`src/design/rtcc_pkg.sv`:
```
// Package with the register map, field positions and step sizes.
package rtcc_pkg;

    // Register indices; the byte address is four times the index.
    localparam logic [7:0] IDX_PATTERN_SHIFT = 8'h0d;
    localparam logic [7:0] IDX_RSVD_A = 8'h0e;
    localparam logic [7:0] IDX_RSVD_B = 8'h0f;
    localparam logic [7:0] IDX_RSVD_C = 8'h10;
    localparam logic [7:0] IDX_EYE_TAP_POL = 8'h11;
    localparam logic [7:0] IDX_TAP_ONE = 8'h12;
    localparam logic [7:0] IDX_OFFSET_BOOST = 8'h13;
    localparam logic [7:0] IDX_SIG_DETECT = 8'h14;
    localparam logic [7:0] IDX_FIRST = IDX_PATTERN_SHIFT;
    localparam int NREG = 8;

    // Reset values in index order, first entry at IDX_FIRST.
    localparam logic [7:0] RST_VALUES [NREG] = '{
        8'h00, 8'h93, 8'h69, 8'h3a, 8'h20, 8'ha0, 8'h90, 8'h00
    };

    // Field positions.
    localparam int BIT_SHIFT_EN = 5;
    localparam int BIT_EYE_RANGE_HI = 7;
    localparam int BIT_EYE_RANGE_LO = 6;
    localparam int BIT_EYE_PD = 5;
    localparam int BIT_TAP_POL_HI = 3;
    localparam int BIT_TAP1_POL = 7;
    localparam int BIT_NEG_TRANSCOND = 5;
    localparam int BIT_TAP1_W_HI = 4;
    localparam int BIT_DC_OFFSET = 4;
    localparam int BIT_BOOST_LIMIT = 2;
    localparam int BIT_WDM = 1;
    localparam int BIT_FORCE_ON = 7;
    localparam int BIT_FORCE_OFF = 6;
    localparam int BIT_SD_ASSERT_HI = 5;
    localparam int BIT_SD_ASSERT_LO = 4;
    localparam int BIT_SD_DEASSERT_HI = 3;
    localparam int BIT_SD_DEASSERT_LO = 2;

    // Eye monitor step sizes in microvolts.
    localparam logic [13:0] EYE_STEP_UV_0 = 14'h0c35;
    localparam logic [13:0] EYE_STEP_UV_1 = 14'h186a;
    localparam logic [13:0] EYE_STEP_UV_2 = 14'h249f;
    localparam logic [13:0] EYE_STEP_UV_3 = 14'h30d4;

    // AXI response codes.
    localparam logic [1:0] RESP_OKAY = 2'h0;
    localparam logic [1:0] RESP_SLVERR = 2'h2;

endpackage : rtcc_pkg

```
`src/design/rtcc_reg_if.sv`:
```
// Interface joining the bus slave to the register bank.
`timescale 1ns/1ps
`default_nettype none
interface rtcc_reg_if;
    import rtcc_pkg::*;
    logic wr_en; // One-cycle write strobe.
    logic [2:0] wr_sel; // Register slot written.
    logic [7:0] wr_data; // Byte written.
    logic [2:0] rd_sel; // Register slot read.
    logic [7:0] rd_data; // Byte read back.
    logic [NREG-1:0][7:0] regs; // All stored bytes.

    modport bank (input wr_en, input wr_sel, input wr_data, input rd_sel,
                  output rd_data, output regs);
    modport user (output wr_en, output wr_sel, output wr_data,
                  output rd_sel, input rd_data, input regs);
endinterface : rtcc_reg_if
`default_nettype wire

```
`src/design/rtcc_top.sv`:
```
// AXI4-Lite slave and control decode for one retimer channel slice.
`timescale 1ns/1ps
`default_nettype none
module rtcc_top
    import rtcc_pkg::*;
#(
    parameter int ADDR_W = 8 // Byte address width.
)
(
    // Clock and reset.
    input wire logic aclk,
    input wire logic aresetn,
    // AXI4-Lite write address.
    input wire logic [ADDR_W-1:0] s_axi_awaddr,
    input wire logic s_axi_awvalid,
    output logic s_axi_awready,
    // AXI4-Lite write data.
    input wire logic [31:0] s_axi_wdata,
    input wire logic [3:0] s_axi_wstrb,
    input wire logic s_axi_wvalid,
    output logic s_axi_wready,
    // AXI4-Lite write response.
    output logic [1:0] s_axi_bresp,
    output logic s_axi_bvalid,
    input wire logic s_axi_bready,
    // AXI4-Lite read address.
    input wire logic [ADDR_W-1:0] s_axi_araddr,
    input wire logic s_axi_arvalid,
    output logic s_axi_arready,
    // AXI4-Lite read data.
    output logic [31:0] s_axi_rdata,
    output logic [1:0] s_axi_rresp,
    output logic s_axi_rvalid,
    input wire logic s_axi_rready,
    // Companion start bits and manual tap enable from other registers.
    input wire logic pattern_start_a,
    input wire logic pattern_start_b,
    input wire logic manual_tap_enable,
    // Adaptive equalizer values used outside manual mode.
    input wire logic [4:0] adapt_tap_pol,
    input wire logic [4:0] adapt_tap1_weight,
    // Raw signal detect from the analog comparator.
    input wire logic raw_signal_detect,
    // Pattern generator and eye monitor controls.
    output logic pattern_start,
    output logic [13:0] eye_monitor_step_uv,
    output logic eye_monitor_power_down,
    // Feedback equalizer controls; bit 4 is tap 1, bit 0 is tap 5.
    output logic [4:0] feedback_equalizer_tap_pol,
    output logic [4:0] feedback_equalizer_tap1_weight,
    output logic neg_transconductance_sel,
    // Offset loop, boost limiting and mode.
    output logic dc_offset_enable,
    output logic linear_equalizer_boost_limit,
    output logic wavelength_multiplex_mode,
    // Signal detect result and reference levels.
    output logic signal_detect,
    output logic [1:0] sd_assert_level,
    output logic [1:0] sd_deassert_level
);

    // The top index signal_detect_control needs five index bits above the word offset, seven address bits in all.
    if (ADDR_W < 7 || ADDR_W > 32)
    begin : g_check
        $error("rtcc_top: ADDR_W must be from 7 to 32");
    end

    rtcc_reg_if rif ();

    // Register storage lives in its own module.
    rtcc_reg_bank u_bank (
        .aclk (aclk),
        .aresetn (aresetn),
        .rif (rif)
    );

    // Address decode: word index, then range check against the map.
    wire [ADDR_W-3:0] wr_index = s_axi_awaddr[ADDR_W-1:2];
    wire [ADDR_W-3:0] rd_index = s_axi_araddr[ADDR_W-1:2];
    // Bounds are cut to the index width so both sides of each compare match.
    wire wr_hit = wr_index >= (ADDR_W-2)'(IDX_FIRST) &&
        wr_index <= (ADDR_W-2)'(IDX_SIG_DETECT);
    wire rd_hit = rd_index >= (ADDR_W-2)'(IDX_FIRST) &&
        rd_index <= (ADDR_W-2)'(IDX_SIG_DETECT);
    wire [2:0] wr_slot = 3'(wr_index - (ADDR_W-2)'(IDX_FIRST));
    wire [2:0] rd_slot = 3'(rd_index - (ADDR_W-2)'(IDX_FIRST));

    // Response registers.
    logic bvalid_reg;
    logic [1:0] bresp_reg;
    logic rvalid_reg;
    logic [1:0] rresp_reg;
    logic [7:0] rdata_reg;
    // Hit flag of the write address one cycle earlier, for the response check below.
    logic wr_hit_d;

    // Address and data are taken together, so neither can be stranded.
    // A new write waits until the previous response has been accepted.
    wire wr_take = s_axi_awvalid && s_axi_wvalid && !bvalid_reg;
    wire rd_take = s_axi_arvalid && !rvalid_reg;

    assign s_axi_awready = wr_take;
    assign s_axi_wready = wr_take;
    assign s_axi_arready = rd_take;

    // Only byte lane 0 carries data; a write with it masked stores nothing.
    assign rif.wr_en = wr_take && wr_hit && s_axi_wstrb[0];
    assign rif.wr_sel = wr_slot;
    assign rif.wr_data = s_axi_wdata[7:0];
    assign rif.rd_sel = rd_slot;

    // Write response, one cycle after the take, held until bready.
    always_ff @(posedge aclk)
    begin
        if (!aresetn)
        begin
            bvalid_reg <= 1'b0;
            bresp_reg <= RESP_OKAY;
        end
        else if (wr_take)
        begin
            bvalid_reg <= 1'b1;
            bresp_reg <= wr_hit ? RESP_OKAY : RESP_SLVERR;
        end
        else if (s_axi_bready)
        begin
            bvalid_reg <= 1'b0;
        end
    end

    // Read response, data captured at the take and held until rready.
    always_ff @(posedge aclk)
    begin
        if (!aresetn)
        begin
            rvalid_reg <= 1'b0;
            rresp_reg <= RESP_OKAY;
            rdata_reg <= 8'h00;
        end
        else if (rd_take)
        begin
            rvalid_reg <= 1'b1;
            rresp_reg <= rd_hit ? RESP_OKAY : RESP_SLVERR;
            rdata_reg <= rd_hit ? rif.rd_data : 8'h00;
        end
        else if (s_axi_rready)
        begin
            rvalid_reg <= 1'b0;
        end
    end

    assign s_axi_bvalid = bvalid_reg;
    assign s_axi_bresp = bresp_reg;
    assign s_axi_rvalid = rvalid_reg;
    assign s_axi_rresp = rresp_reg;
    assign s_axi_rdata = {24'h000000, rdata_reg};

    // Named views of the stored bytes.
    wire [7:0] shift_byte = rif.regs[3'(IDX_PATTERN_SHIFT - IDX_FIRST)];
    wire [7:0] eye_byte = rif.regs[3'(IDX_EYE_TAP_POL - IDX_FIRST)];
    wire [7:0] tap1_byte = rif.regs[3'(IDX_TAP_ONE - IDX_FIRST)];
    wire [7:0] ob_byte = rif.regs[3'(IDX_OFFSET_BOOST - IDX_FIRST)];
    wire [7:0] sd_byte = rif.regs[3'(IDX_SIG_DETECT - IDX_FIRST)];

    // The generator runs only with all three start bits high; ordering
    // of the writes is left to software, which sets shift enable last.
    assign pattern_start = shift_byte[BIT_SHIFT_EN] &&
        pattern_start_a && pattern_start_b;

    // Eye monitor range decode.
    wire [1:0] eye_range = eye_byte[BIT_EYE_RANGE_HI:BIT_EYE_RANGE_LO];
    assign eye_monitor_step_uv =
        (eye_range == 2'h0) ? EYE_STEP_UV_0 :
        (eye_range == 2'h1) ? EYE_STEP_UV_1 :
        (eye_range == 2'h2) ? EYE_STEP_UV_2 : EYE_STEP_UV_3;
    assign eye_monitor_power_down = eye_byte[BIT_EYE_PD];

    // Manual tap polarity and weight reach the equalizer only while manual mode is on.
    wire [4:0] manual_pol = {tap1_byte[BIT_TAP1_POL],
        eye_byte[BIT_TAP_POL_HI:0]};
    assign feedback_equalizer_tap_pol =
        manual_tap_enable ? manual_pol : adapt_tap_pol;
    assign feedback_equalizer_tap1_weight = manual_tap_enable ?
        tap1_byte[BIT_TAP1_W_HI:0] : adapt_tap1_weight;
    assign neg_transconductance_sel = tap1_byte[BIT_NEG_TRANSCOND];

    // Offset loop, boost limit and mode bits.
    assign dc_offset_enable = ob_byte[BIT_DC_OFFSET];
    assign linear_equalizer_boost_limit = ob_byte[BIT_BOOST_LIMIT];
    assign wavelength_multiplex_mode = ob_byte[BIT_WDM];

    // Signal detect forcing; force off is checked first so it wins.
    wire force_on = sd_byte[BIT_FORCE_ON];
    wire force_off = sd_byte[BIT_FORCE_OFF];
    assign signal_detect = force_off ? 1'b0 :
        force_on ? 1'b1 : raw_signal_detect;
    assign sd_assert_level =
        sd_byte[BIT_SD_ASSERT_HI:BIT_SD_ASSERT_LO];
    assign sd_deassert_level =
        sd_byte[BIT_SD_DEASSERT_HI:BIT_SD_DEASSERT_LO];

    // Checks of the steering outputs against their stored causes, and of the bus handshakes.
    property p_start;
        @(posedge aclk) disable iff (!aresetn)
        pattern_start |-> shift_byte[BIT_SHIFT_EN] && pattern_start_a &&
            pattern_start_b;
    endproperty
    a_start: assert property (p_start)
        else $error("pattern start without shift enable");

    property p_eye_range;
        @(posedge aclk) disable iff (!aresetn)
        eye_range == 2'h3 |-> eye_monitor_step_uv == EYE_STEP_UV_3;
    endproperty
    a_eye_range: assert property (p_eye_range)
        else $error("eye step wrong for top range");

    property p_eye_pd;
        @(posedge aclk)
        !aresetn |=> eye_monitor_power_down;
    endproperty
    a_eye_pd: assert property (p_eye_pd)
        else $error("eye monitor not powered down after reset");

    property p_tap_auto;
        @(posedge aclk) disable iff (!aresetn)
        !manual_tap_enable |-> feedback_equalizer_tap_pol == adapt_tap_pol;
    endproperty
    a_tap_auto: assert property (p_tap_auto)
        else $error("manual polarity leaked outside manual mode");

    property p_tap1_w;
        @(posedge aclk) disable iff (!aresetn)
        manual_tap_enable |->
            feedback_equalizer_tap1_weight == tap1_byte[BIT_TAP1_W_HI:0];
    endproperty
    a_tap1_w: assert property (p_tap1_w)
        else $error("tap 1 weight not from register in manual mode");

    property p_dc_rst;
        @(posedge aclk)
        !aresetn |=> dc_offset_enable && neg_transconductance_sel;
    endproperty
    a_dc_rst: assert property (p_dc_rst)
        else $error("offset loop or transconductance reset wrong");

    property p_sd_off;
        @(posedge aclk) disable iff (!aresetn)
        force_off |-> !signal_detect;
    endproperty
    a_sd_off: assert property (p_sd_off)
        else $error("signal detect high while forced off");

    property p_sd_on;
        @(posedge aclk) disable iff (!aresetn)
        force_on && !force_off |-> signal_detect;
    endproperty
    a_sd_on: assert property (p_sd_on)
        else $error("signal detect low while forced on");

    property p_wr_resp;
        @(posedge aclk) disable iff (!aresetn)
        wr_take |=> s_axi_bvalid && s_axi_bresp == (wr_hit_d ?
            RESP_OKAY : RESP_SLVERR);
    endproperty
    a_wr_resp: assert property (p_wr_resp)
        else $error("write response missing or wrong");

    property p_rd_hold;
        @(posedge aclk) disable iff (!aresetn)
        s_axi_rvalid && !s_axi_rready |=>
            s_axi_rvalid && $stable(s_axi_rdata);
    endproperty
    a_rd_hold: assert property (p_rd_hold)
        else $error("read data dropped before rready");

    property p_wr_refuse;
        @(posedge aclk) disable iff (!aresetn)
        s_axi_bvalid |-> !s_axi_awready && !s_axi_wready;
    endproperty
    a_wr_refuse: assert property (p_wr_refuse)
        else $error("write taken while a response is pending");

    property p_rd_refuse;
        @(posedge aclk) disable iff (!aresetn)
        s_axi_rvalid |-> !s_axi_arready;
    endproperty
    a_rd_refuse: assert property (p_rd_refuse)
        else $error("read taken while read data is pending");

    property p_rst_resp;
        @(posedge aclk)
        !aresetn |=> !s_axi_bvalid && !s_axi_rvalid;
    endproperty
    a_rst_resp: assert property (p_rst_resp)
        else $error("bus response pending after reset");

    property p_tap1_pol;
        @(posedge aclk) disable iff (!aresetn)
        manual_tap_enable |->
            feedback_equalizer_tap_pol[4] == tap1_byte[BIT_TAP1_POL];
    endproperty
    a_tap1_pol: assert property (p_tap1_pol)
        else $error("tap 1 polarity not from register in manual mode");

    property p_mode_rst;
        @(posedge aclk)
        !aresetn |=> !wavelength_multiplex_mode &&
            !linear_equalizer_boost_limit;
    endproperty
    a_mode_rst: assert property (p_mode_rst)
        else $error("boost limit or mode bit set after reset");

    // Helper for the write response check: hit flag of the taken write.
    always_ff @(posedge aclk)
    begin
        wr_hit_d <= wr_hit;
    end

endmodule : rtcc_top
`default_nettype wire

```
`src/design/rtcc_reg_bank.sv`:
```
// Storage for the eight channel control bytes.
`timescale 1ns/1ps
`default_nettype none
module rtcc_reg_bank
    import rtcc_pkg::*;
(
    // Clock and reset.
    input wire logic aclk,
    input wire logic aresetn,
    // Register port.
    rtcc_reg_if.bank rif
);

    // Stored bytes; every bit, reserved ones too, is writable.
    logic [NREG-1:0][7:0] regs_reg;

    // Reset loads printed defaults; a write replaces the whole byte.
    always_ff @(posedge aclk)
    begin
        if (!aresetn)
        begin
            for (int i = 0; i < NREG; i++)
            begin
                regs_reg[i] <= RST_VALUES[i];
            end
        end
        else if (rif.wr_en)
        begin
            regs_reg[rif.wr_sel] <= rif.wr_data;
        end
    end

    // Read selection is plain combinational.
    assign rif.rd_data = regs_reg[rif.rd_sel];
    assign rif.regs = regs_reg;

endmodule : rtcc_reg_bank
`default_nettype wire

```
`config.mk`:
```
export PLATFORM = sky130hd
export DESIGN_NAME = rtcc_top
export DESIGN_NICKNAME = d
export VERILOG_FILES = /design/src/design/rtcc_pkg.sv /design/src/design/rtcc_reg_if.sv /design/src/design/rtcc_top.sv /design/src/design/rtcc_reg_bank.sv
export SDC_FILE = /design/constraint.sdc
export NUM_CORES = 1
export LEC_CHECK = 0
export ABC_AREA = 1
export BUFFER_PORTS_ARGS = -buffer_cell sky130_fd_sc_hd__buf_4
export CORE_MARGIN = 2
export CORE_UTILIZATION = 30
export DETAILED_ROUTE_END_ITERATION = 10
export GPL_TIMING_DRIVEN = 0
export PLACE_DENSITY = 0.49
export SLEW_MARGIN = 20
export SYNTH_ARGS = -nofsm -noshare
export SYNTH_HDL_FRONTEND = slang
export SYNTH_SLANG_ARGS = --single-unit
```
`constraint.sdc`:
```
create_clock -name aclk -period 2.7 [get_ports aclk]
set_clock_uncertainty 0.15 [all_clocks]
set_input_delay 0.81 -clock aclk [delete_from_list [all_inputs] [get_ports aclk]]
set_output_delay 0.81 -clock aclk [all_outputs]
set_load 0.02 [all_outputs]
```
==> metrics, run 1 <==
CTS tree=built; initial antenna violation count=0; drt drc=0; Die Height=126 um; Setup CP Type=flip-flop to primary output; Max Clk Rate=0.384 GHz; critical path's top delay family=flip-flops; Setup crit start kind=flip-flop; number of antenna diodes=0; crit share post-route=96.3%; synth warn=0; Crit-path slowest cell=dfxtp_1; Global Route Usage Sum=17.9%; final core occ=40.0%; Pleak=2.65 nW; Max VDD drop=0.323 mV; vias=4559; Final ANT Viol Nets=0; CP Max Fanout=4; HPWL after detailed placement=11100 um; gr ovfl total=0; Area after DPL=5460 um2; final setup vio count=0; drt first pass iters=4; Tot Pwr=2.92 mW; clock transition at the registers of the reported paths=0.06 ns; sequential cell area=1520 um2; critical path's largest stage delay=0.39 ns; Worst Path Required=1.74 ns; Multi-input gate area=2450 um2; vias per std cell=4.72; Ports=149; Relative slew margins=60.8%; count of max-cap constraint violations=0; outcome=finished, final reports clean; Final Critical Period=2.60 ns; layout cell share with drive strength beyond 1=25.3%; core area=14500 um2; design area=5810 um2; Crit. End Element=primary output; Pwr Density=502 nW/um2; Synth async-reset ratio=0%; WP data arrival=1.64 ns; Synth-to-Final Area Change=29.9%; vias in the first global route=4204; max reg flops=64; Root Buffer=clkbuf_16; total clock sinks=76; DR WL/cell=14.8 um; initial DRC count=302; die width=126 um; gpl congestion=0.845; RSZ-0062 raised after global routing=false; CP bufs+invs=3; Syn Inst Count=654; Synth Cell Area=4470 um2; WHS=0.314 ns; final setup TNS=0 ns; Post-synth EDFFs=0; syn_area_per_cell=6.83 um2; top cell type's share of synthesized area=34.0%; DIE AREA=15900 um2; Seq/Total Area, Yosys=34.0%; Synth area leaders=dfxtp_1, nor2_1, nand4_1, nand2_1, buf_4; row cnt=44; Initial Util=30.8%; number of fillers in the final layout=1601; Worst Tran Pin Value=0.588 ns; post-synth cell types=32; Synth Register Bits=76; Hold WC Path Type=flip-flop to flip-flop; CTS buffer count=9; # port buffers=88; clock buffer depth=2; top cells by count, synth=nor2_1, nand2_1, dfxtp_1; largest net degree at the start of global routing=15; first-pass GRT wire length=22100 um; Nets=860; fin. max-slew vios=0; Yosys top cell by area=dfxtp_1; CTS Hold Bufs=0; most used cell, CP=buf_4; most frequent cell after synthesis=nor2_1; Hold Violations, Final=0; latest clock arrival within the worst-skew pair=0.34 ns; Synth Flop Type=dfxtp_1; routed wire length=14300 um; cell chain of the critical path=inv_2 -> ha_1 -> or2_2 -> buf_4 -> buf_4; Max H-tree Level=3
## power breakdown
group	internal (mW)	switching (mW)	total, mW
logic	0.188	0.338	0.526
clock network	0.767	0.484	1.25
registers	1.13	0.00695	1.14
total	2.09	0.830	2.92
## worst min-delay path: stages (launching register included)
cell	delay (ns)
dfxtp_1	0.31
nand2_1	0.06
a21oi_1	0.05
## metrics by stage
step | setup slack (ns) | std cells
after floorplan | 0.0816 | 681
after global placement | -0.919 | 953
after global routing | 0.0149 | 966
after CTS | 0.0212 | 967
final | 0.0986 | 966
after detailed placement | -0.983 | 953
## logic make-up (layout without fill, tap and decap cells)
group / count (synthesis) / in the layout / share of synthesized area [%]
compound gates: 51 / 51 / 6.30
xor+xnor: 1 / 1 / 0.196
fa+ha+maj: 10 / 10 / 2.80
buf+inv: 124 / 225 / 14.4
flops: 76 / 76 / 34.0
mux: 6 / 6 / 1.51
other cells: 1 / 28 / 0.0839
simple gates: 385 / 385 / 40.7
## layout by cell type (no fill, tap or decap), drive strengths merged, types with 2 or more instances in the layout
| master | n |
|---|---|
| ha | 10 |
| nand4 | 65 |
| nand2 | 97 |
| o211ai | 8 |
| inv | 50 |
| nor2 | 169 |
| clkinvlp | 2 |
| o21ai | 26 |
| buf | 145 |
| nand3 | 46 |
| nor3 | 5 |
| or2 | 2 |
| mux2 | 6 |
| dfxtp | 76 |
| conb | 28 |
| clkbuf | 26 |
| a21oi | 15 |
## area by class of cell
| class | instances | area share (%) |
|---|---|---|
| flip-flops and latches | 76 | 26.2 |
| multi-input cells | 481 | 42.2 |
| inverters | 51 | 3.34 |
| clock inverters | 3 | 0.776 |
| repair buffers | 88 | 11.4 |
| plain buffers | 70 | 7.69 |
| clock buffers | 13 | 4.48 |
| well taps | 184 | 3.96 |
## worst paths after layout
kind	from	end	slack, ns	depth (start not counted)
worst max-delay path	u_bank.rif.regs[38]	eye_monitor_step_uv[10]	0.1	5
worst min-delay path	rdata_reg[0]	rdata_reg[0]	0.31	2
worst max register to register	s_axi_bvalid	u_bank.rif.regs[12]	0.79	7
worst min register to register	rdata_reg[0]	rdata_reg[0]	0.31	2
## timing repair
action / 4_1_cts / 5_1_grt
resized for setup: 8 / 5
endpoints found under the setup margin: 10 / 19
setup buffers: 0 / 0
pin swaps: 0 / 1
gates cloned: 0 / 0
## per-layer routing
metal	global-route usage, %	up-vias	part of all wire [%]
met5	0	-	0
met4	6.01	0	1.9
met3	2.72	18	4.3
met2	28.9	112	46
met1	24.4	2091	48
li1	-	2338	-
Power figures use the tool's default switching activity.
==> run 2, diff against run 1 <==
--- a/config.mk
+++ b/config.mk
@@ -11,7 +11,8 @@
 export CORE_UTILIZATION = 30
 export DETAILED_ROUTE_END_ITERATION = 10
 export GPL_TIMING_DRIVEN = 0
-export PLACE_DENSITY = 0.49
+export PLACE_DENSITY = 0.51
+export REMOVE_ABC_BUFFERS = 1
 export SLEW_MARGIN = 20
 export SYNTH_ARGS = -nofsm -noshare
 export SYNTH_HDL_FRONTEND = slang
==> constraint.sdc (replaced) <==
create_clock -name aclk -period 2.2 [get_ports aclk]
set_clock_uncertainty 0.15 [all_clocks]
set_input_delay 0.66 -clock aclk [delete_from_list [all_inputs] [get_ports aclk]]
set_output_delay 0.66 -clock aclk [all_outputs]
set_load 0.02 [all_outputs]
==> metrics, run 2 (synthesis gave the netlist of run 1 again) <==
Pwr Density=608 nW/um2 (was 502 nW/um2); Logic pwr share=18.5% (was 18.0%); Internal Power=2.52 mW (was 2.09 mW); Final ANT Viol Nets=0 (unchanged); Sw Ratio=28.2% (was 28.4%); R2R setup slack=0.34 ns (was 0.79 ns); DR WL/cell=15.0 um (was 14.8 um); outcome=finished, final reports clean (unchanged); Die Height=126 um (unchanged); DIE AREA=15900 um2 (unchanged); CP Max Fanout=14 (was 4); CTS buffer count=9 (unchanged); final core occ=39.8% (was 40.0%); most frequent cells in the layout=nor2_1, buf_4, nand2_1 (unchanged); gr ovfl total=0 (unchanged); WHS=0.306 ns (was 0.314 ns); clock buffer depth=2 (unchanged); clock transition at the registers of the reported paths=0.06 ns (about the same); Initial Util=30.8% (unchanged); Pleak=2.54 nW (was 2.65 nW); WP data arrival=1.35 ns (was 1.64 ns); Switch Pwr=0.992 mW (was 0.830 mW); final setup vio count=0 (unchanged); die width=126 um (unchanged); row cnt=44 (unchanged); Hold WC Path Type=flip-flop to flip-flop (unchanged); core area=14500 um2 (unchanged); Max H-tree Level=3 (unchanged); Max Clk Rate=0.463 GHz; layout cell share with drive strength beyond 1=25.8% (was 25.3%); # port buffers=89 (was 88); Worst Tran Pin Value=0.778 ns (was 0.588 ns); Synth-to-Final Area Change=29.4% (was 29.9%); commonest non-fill, non-tap cell in the layout=nor2_1 (unchanged); Max VDD drop=0.387 mV (was 0.323 mV); initial antenna violation count=0 (unchanged); crit share post-route=98.2%; largest net degree at the start of global routing=71 (was 15); Area after DPL=5070 um2 (was 5460 um2); Crit. End Element=primary output (unchanged); HPWL after detailed placement=8960 um (was 11100 um); number of antenna diodes=0 (unchanged); total clock sinks=76 (unchanged); Root Buffer=clkbuf_16 (unchanged); Setup CP Type=primary input to primary output (was flip-flop to primary output); Reg power frac=39.8% (was 39.1%); final setup TNS=0 ns (unchanged); initial DRC count=419 (was 302); Global Route Usage Sum=16.8% (was 17.9%); Reg2Reg Depth=8 (was 7); Final Critical Period=2.16 ns; fin. max-slew vios=0 (unchanged); max reg flops=64 (unchanged); vias=4571 (was 4559); Hold Violations, Final=0 (unchanged); design area=5780 um2 (was 5810 um2); drt first pass iters=5 (was 4); Ports=149 (unchanged); crit path from=manual_tap_enable (was u_bank.rif.regs[38]); vias in the first global route=4155 (was 4204); gpl congestion=0.774 (was 0.845); count of max-cap constraint violations=0 (unchanged); first-pass GRT wire length=21300 um (was 22100 um); Worst setup endpoint=feedback_equalizer_tap1_weight[3] (was eye_monitor_step_uv[10]); latest clock arrival within the worst-skew pair=0.34 ns (about the same); Relative slew margins=48.1% (was 60.8%); worst r2r src=s_axi_bvalid (unchanged); vias per std cell=4.92 (was 4.72); RSZ-0062 raised after global routing=true (was false); Worst Path Required=1.39 ns (was 1.74 ns); clock power share=41.7% (was 42.9%); Nets=824 (was 860); reg-to-reg endpoint=u_bank.rif.regs[0] (was u_bank.rif.regs[12]); Setup crit start kind=primary input (was flip-flop); drt drc=0 (unchanged); routed wire length=13900 um (was 14300 um); CTS tree=built (unchanged)
## run 2: cell type report
| cell class | instances | area [um2] |
|---|---|---|
| multi-input cells | 482 | 2520 |
| repair buffers | 120 | 1010 |
| repair inverters | 1 | 5.00 |
| inverters | 51 | 204 |
| clock buffers | 13 | 250 |
| clock inverters | 2 | 35.0 |
| flip-flops and latches | 76 | 1530 |
| fillers | 1561 | 8750 |
| well taps | 184 | 230 |
## run 2: worst min-delay path by stage
stage | from | to | slack [ns] | cells after the start
after global placement | u_bank.rif.regs[29] | u_bank.rif.regs[29] | 0.29 | 2
final | u_bank.rif.regs[55] | u_bank.rif.regs[55] | 0.31 | 2
after detailed placement | u_bank.rif.regs[29] | u_bank.rif.regs[29] | 0.29 | 2
after floorplan | u_bank.rif.regs[16] | u_bank.rif.regs[16] | 0.27 | 2
after global routing | u_bank.rif.regs[21] | u_bank.rif.regs[21] | 0.33 | 2
after CTS | u_bank.rif.regs[29] | u_bank.rif.regs[29] | 0.31 | 2
## run 2: power by group through the flow
stage | logic, mW | registers, mW | clock network, mW
finish | 0.652 | 1.40 | 1.47
global route | 0.709 | 1.40 | 1.56
CTS | 0.616 | 1.40 | 1.48
detailed placement | 0.565 | 1.43 | 0
global placement | 0.555 | 1.43 | 0
floorplan | 0.302 | 1.44 | 0
## run 2: worst max-delay path, cell delays in order
cell and delay (ns):
buf_4 0.18, mux2_2 0.35, buf_4 0.16
## run 2: through the flow
step / cells / power [mW] / setup slack (ns)
finish: 929 / 3.52 / 0.0394
global route: 929 / 3.67 / -0.0459
CTS: 911 / 3.50 / 0.00394
detailed placement: 883 / 1.99 / -1.81
global placement: 881 / 1.98 / -2.33
floorplan: 608 / 1.74 / -1.04
## run 2: repair_timing
item	4_1_cts	5_1_grt
cloned	1	4
hold buffers	0	0
pin swaps	6	9
setup endpoints to repair	50	77
gates resized for setup	24	15
buffers inserted	12	14
## run 2: per-layer routing
| layer | vias to the layer above | global-route usage, % | part of all wire [%] |
|---|---|---|---|
| met5 | - | 0 | 0 |
| met4 | 0 | 5.62 | 1.6 |
| met3 | 21 | 3.65 | 6.1 |
| met2 | 156 | 27.4 | 47 |
| met1 | 2122 | 22.2 | 45 |
| li1 | 2272 | - | - |
==> run 3, diff against run 2 <==
--- a/config.mk
+++ b/config.mk
@@ -7,13 +7,14 @@
 export LEC_CHECK = 0
 export ABC_AREA = 1
 export BUFFER_PORTS_ARGS = -buffer_cell sky130_fd_sc_hd__buf_4
-export CORE_MARGIN = 2
+export CORE_MARGIN = 1
 export CORE_UTILIZATION = 30
 export DETAILED_ROUTE_END_ITERATION = 10
 export GPL_TIMING_DRIVEN = 0
-export PLACE_DENSITY = 0.51
+export PLACE_DENSITY = 0.52
 export REMOVE_ABC_BUFFERS = 1
 export SLEW_MARGIN = 20
 export SYNTH_ARGS = -nofsm -noshare
 export SYNTH_HDL_FRONTEND = slang
+export SYNTH_HIERARCHICAL = 1
 export SYNTH_SLANG_ARGS = --single-unit
==> metrics, run 3 <==
outcome=finished, final reports clean (unchanged); vias=4054 (was 4571); Logic pwr share=15.6% (was 18.5%); DIE AREA=14600 um2 (was 15900 um2); # port buffers=89 (unchanged); latest clock arrival within the worst-skew pair=0.33 ns (was 0.34 ns); Synth-to-Final Area Change=29.7% (was 29.4%); RSZ-0062 raised after global routing=true (unchanged); layout cell share with drive strength beyond 1=23.1% (was 25.8%); post-synth cell types=27 (was 32); WP data arrival=1.36 ns (was 1.35 ns); Ports=149 (unchanged); fin. max-slew vios=0 (unchanged); Reg power frac=40.6% (was 39.8%); Post-synth EDFFs=0 (unchanged); Synth area leaders=dfxtp_1, nand2_1, nor2_1, inv_1, buf_4 (was dfxtp_1, nor2_1, nand4_1, nand2_1, buf_4); first-pass GRT wire length=18400 um (was 21300 um); Synth async-reset ratio=0% (unchanged); Area after DPL=4880 um2 (was 5070 um2); routed wire length=11600 um (was 13900 um); Post-Place Cells=896 (was 883); Synth Cell Area=4240 um2 (was 4470 um2); Sw Ratio=27.0% (was 28.2%); gr ovfl total=0 (unchanged); Setup CP Type=flip-flop to primary output (was primary input to primary output); gpl congestion=0.770 (was 0.774); Tot Pwr=3.46 mW (was 3.52 mW); crit share post-route=98.8% (was 98.2%); vias in the first global route=3580 (was 4155); Synth Register Bits=76 (unchanged); CTS buffer count=9 (unchanged); Switch Pwr=0.932 mW (was 0.992 mW); Initial Util=30.7% (was 30.8%); clock power share=43.8% (was 41.7%); DR WL/cell=12.5 um (was 15.0 um); clock transition at the registers of the reported paths=0.06 ns (about the same); clock buffer depth=2 (unchanged); drt drc=0 (unchanged); Synth Flop Type=dfxtp_1 (unchanged); Crit. End Element=primary output (unchanged); Hold Violations, Final=0 (unchanged); top cells by count, synth=nand2_1, nor2_1, inv_1 (was nor2_1, nand2_1, dfxtp_1); core area=13800 um2 (was 14500 um2); initial antenna violation count=0 (unchanged); initial DRC count=224 (was 419); die width=121 um (was 126 um); drt first pass iters=5 (unchanged); count of max-cap constraint violations=0 (unchanged); synth warn=6 (was 0); Final ANT Viol Nets=0 (unchanged); most frequent cells in the layout=nand2_1, nor2_1, buf_4 (was nor2_1, buf_4, nand2_1); CTS tree=built (unchanged); Worst Tran Pin Value=0.626 ns (was 0.778 ns); vias per std cell=4.39 (was 4.92); Global Route Usage Sum=16.1% (was 16.8%); HPWL after detailed placement=7930 um (was 8960 um); Pleak=2.77 nW (was 2.54 nW); final cell count without fillers=924 (was 929); Syn Inst Count=655 (was 654); Hold WC Path Type=flip-flop to flip-flop (unchanged); Seq/Total Area, Yosys=35.8% (was 34.0%); Yosys top cell by area=dfxtp_1 (unchanged); Max H-tree Level=3 (unchanged); Die Height=121 um (was 126 um); syn_area_per_cell=6.48 um2 (was 6.83 um2); row cnt=43 (was 44); Final Critical Period=2.17 ns (was 2.16 ns); max reg flops=64 (unchanged); top cell type's share of synthesized area=35.8% (was 34.0%); Nets=822 (was 824); design area=5500 um2 (was 5780 um2); number of antenna diodes=0 (unchanged); commonest non-fill, non-tap cell in the layout=nand2_1 (was nor2_1); CP Max Fanout=3 (was 14); total clock sinks=76 (unchanged); Max Clk Rate=0.460 GHz (was 0.463 GHz); largest net degree at the start of global routing=67 (was 71); CTS Hold Bufs=0 (unchanged); Max VDD drop=0.416 mV (was 0.387 mV); Pwr Density=628 nW/um2 (was 608 nW/um2); most frequent cell after synthesis=nand2_1 (was nor2_1); Root Buffer=clkbuf_16 (unchanged); Setup crit start kind=flip-flop (was primary input); Internal Power=2.52 mW (about the same); Worst Path Required=1.39 ns (about the same); Relative slew margins=58.2% (was 48.1%); final setup vio count=0 (unchanged)
==> run 3: cell count changes after synthesis, moves of 4 or more <==
cell	delta
a21oi_1	-12
buf_1	-5
buf_4	-5
clkbuf_1	-7
inv_1	+55
mux2_2	+4
mux2i_1	+8
nand2_1	+62
nand4_1	-64
nor2_1	-41
nor2_4	-6
o211ai_1	-7
o21ai_0	+9
o21ai_1	+13
==> run 3: cells by family after synthesis <==
| kind of cell | share of synthesized area, % |
|---|---|
| mux | 4.54 |
| fa+ha+maj | 2.95 |
| compound gates | 6.19 |
| simple gates | 32.4 |
| flops | 35.8 |
| other cells | 0.0884 |
| buf+inv | 17.7 |
| xor+xnor | 0.206 |
==> run 3: metal layers <==
metal / part of all wire (%) / vias up / track usage, %
met2: 47 / 136 / 26.6
met5: 0 / - / 0
met3: 6.5 / 9 / 2.91
met4: 0.93 / 0 / 4.09
li1: - / 2090 / -
met1: 45 / 1819 / 21.6
==> run 3: final timing paths <==
check                      start                 endpoint  slack, ns  cells past startpoint
max reg2reg         s_axi_bvalid      u_bank/rif.regs[39]       0.28                     12
min          u_bank/rif.regs[22]      u_bank/rif.regs[22]       0.32                      2
min reg2reg  u_bank/rif.regs[22]      u_bank/rif.regs[22]       0.32                      2
max          u_bank/rif.regs[38]  eye_monitor_step_uv[10]       0.03                      4
==> run 3: through the flow <==
step	TNS (ns)	setup slack, ns	utilization [%]	hold slack [ns]
floorplan	-12.35	-0.546	-	0.292
global placement	-34.28	-1.64	35.3	0.302
detailed placement	-32.31	-1.21	35.3	0.308
finish	0	0.0262	39.8	0.320
global route	-0.126	-0.0291	39.8	0.345
CTS	-0.00665	-0.00665	38.4	0.323
==> run 3: layout make-up <==
class / instances / area (um2)
multi-input combinational: 445 / 2210
inverter: 106 / 452
sequential: 76 / 1530
clock buffer: 12 / 256
timing repair inverter: 1 / 7.51
fill: 1463 / 8320
clock inverter: 4 / 47.5
timing repair buffer: 100 / 774
tap: 180 / 225
==> run 3: power by group through the flow <==
stage	clock (mW)	sequential (mW)	combinational, mW
2_1_floorplan	0	1.45	0.273
3_5_place_dp	0	1.44	0.500
3_3_place_gp	0	1.43	0.496
5_1_grt	1.60	1.40	0.593
4_1_cts	1.53	1.40	0.521
6_report	1.51	1.40	0.541
==> run 3: timing repair <==
item                                    in CTS  in global routing
endpoints found under the setup margin      52                 75
buffers inserted                             6                  5
cloned                                       1                  0
resized for setup                           24                 41
pin swaps                                    1                  6
==> run 3: critical path, cell delays in order, from the launching register on <==
cell	delay, ns
dfxtp_4	0.35
inv_1	0.09
ha_4	0.19
or2_4	0.25
buf_4	0.16
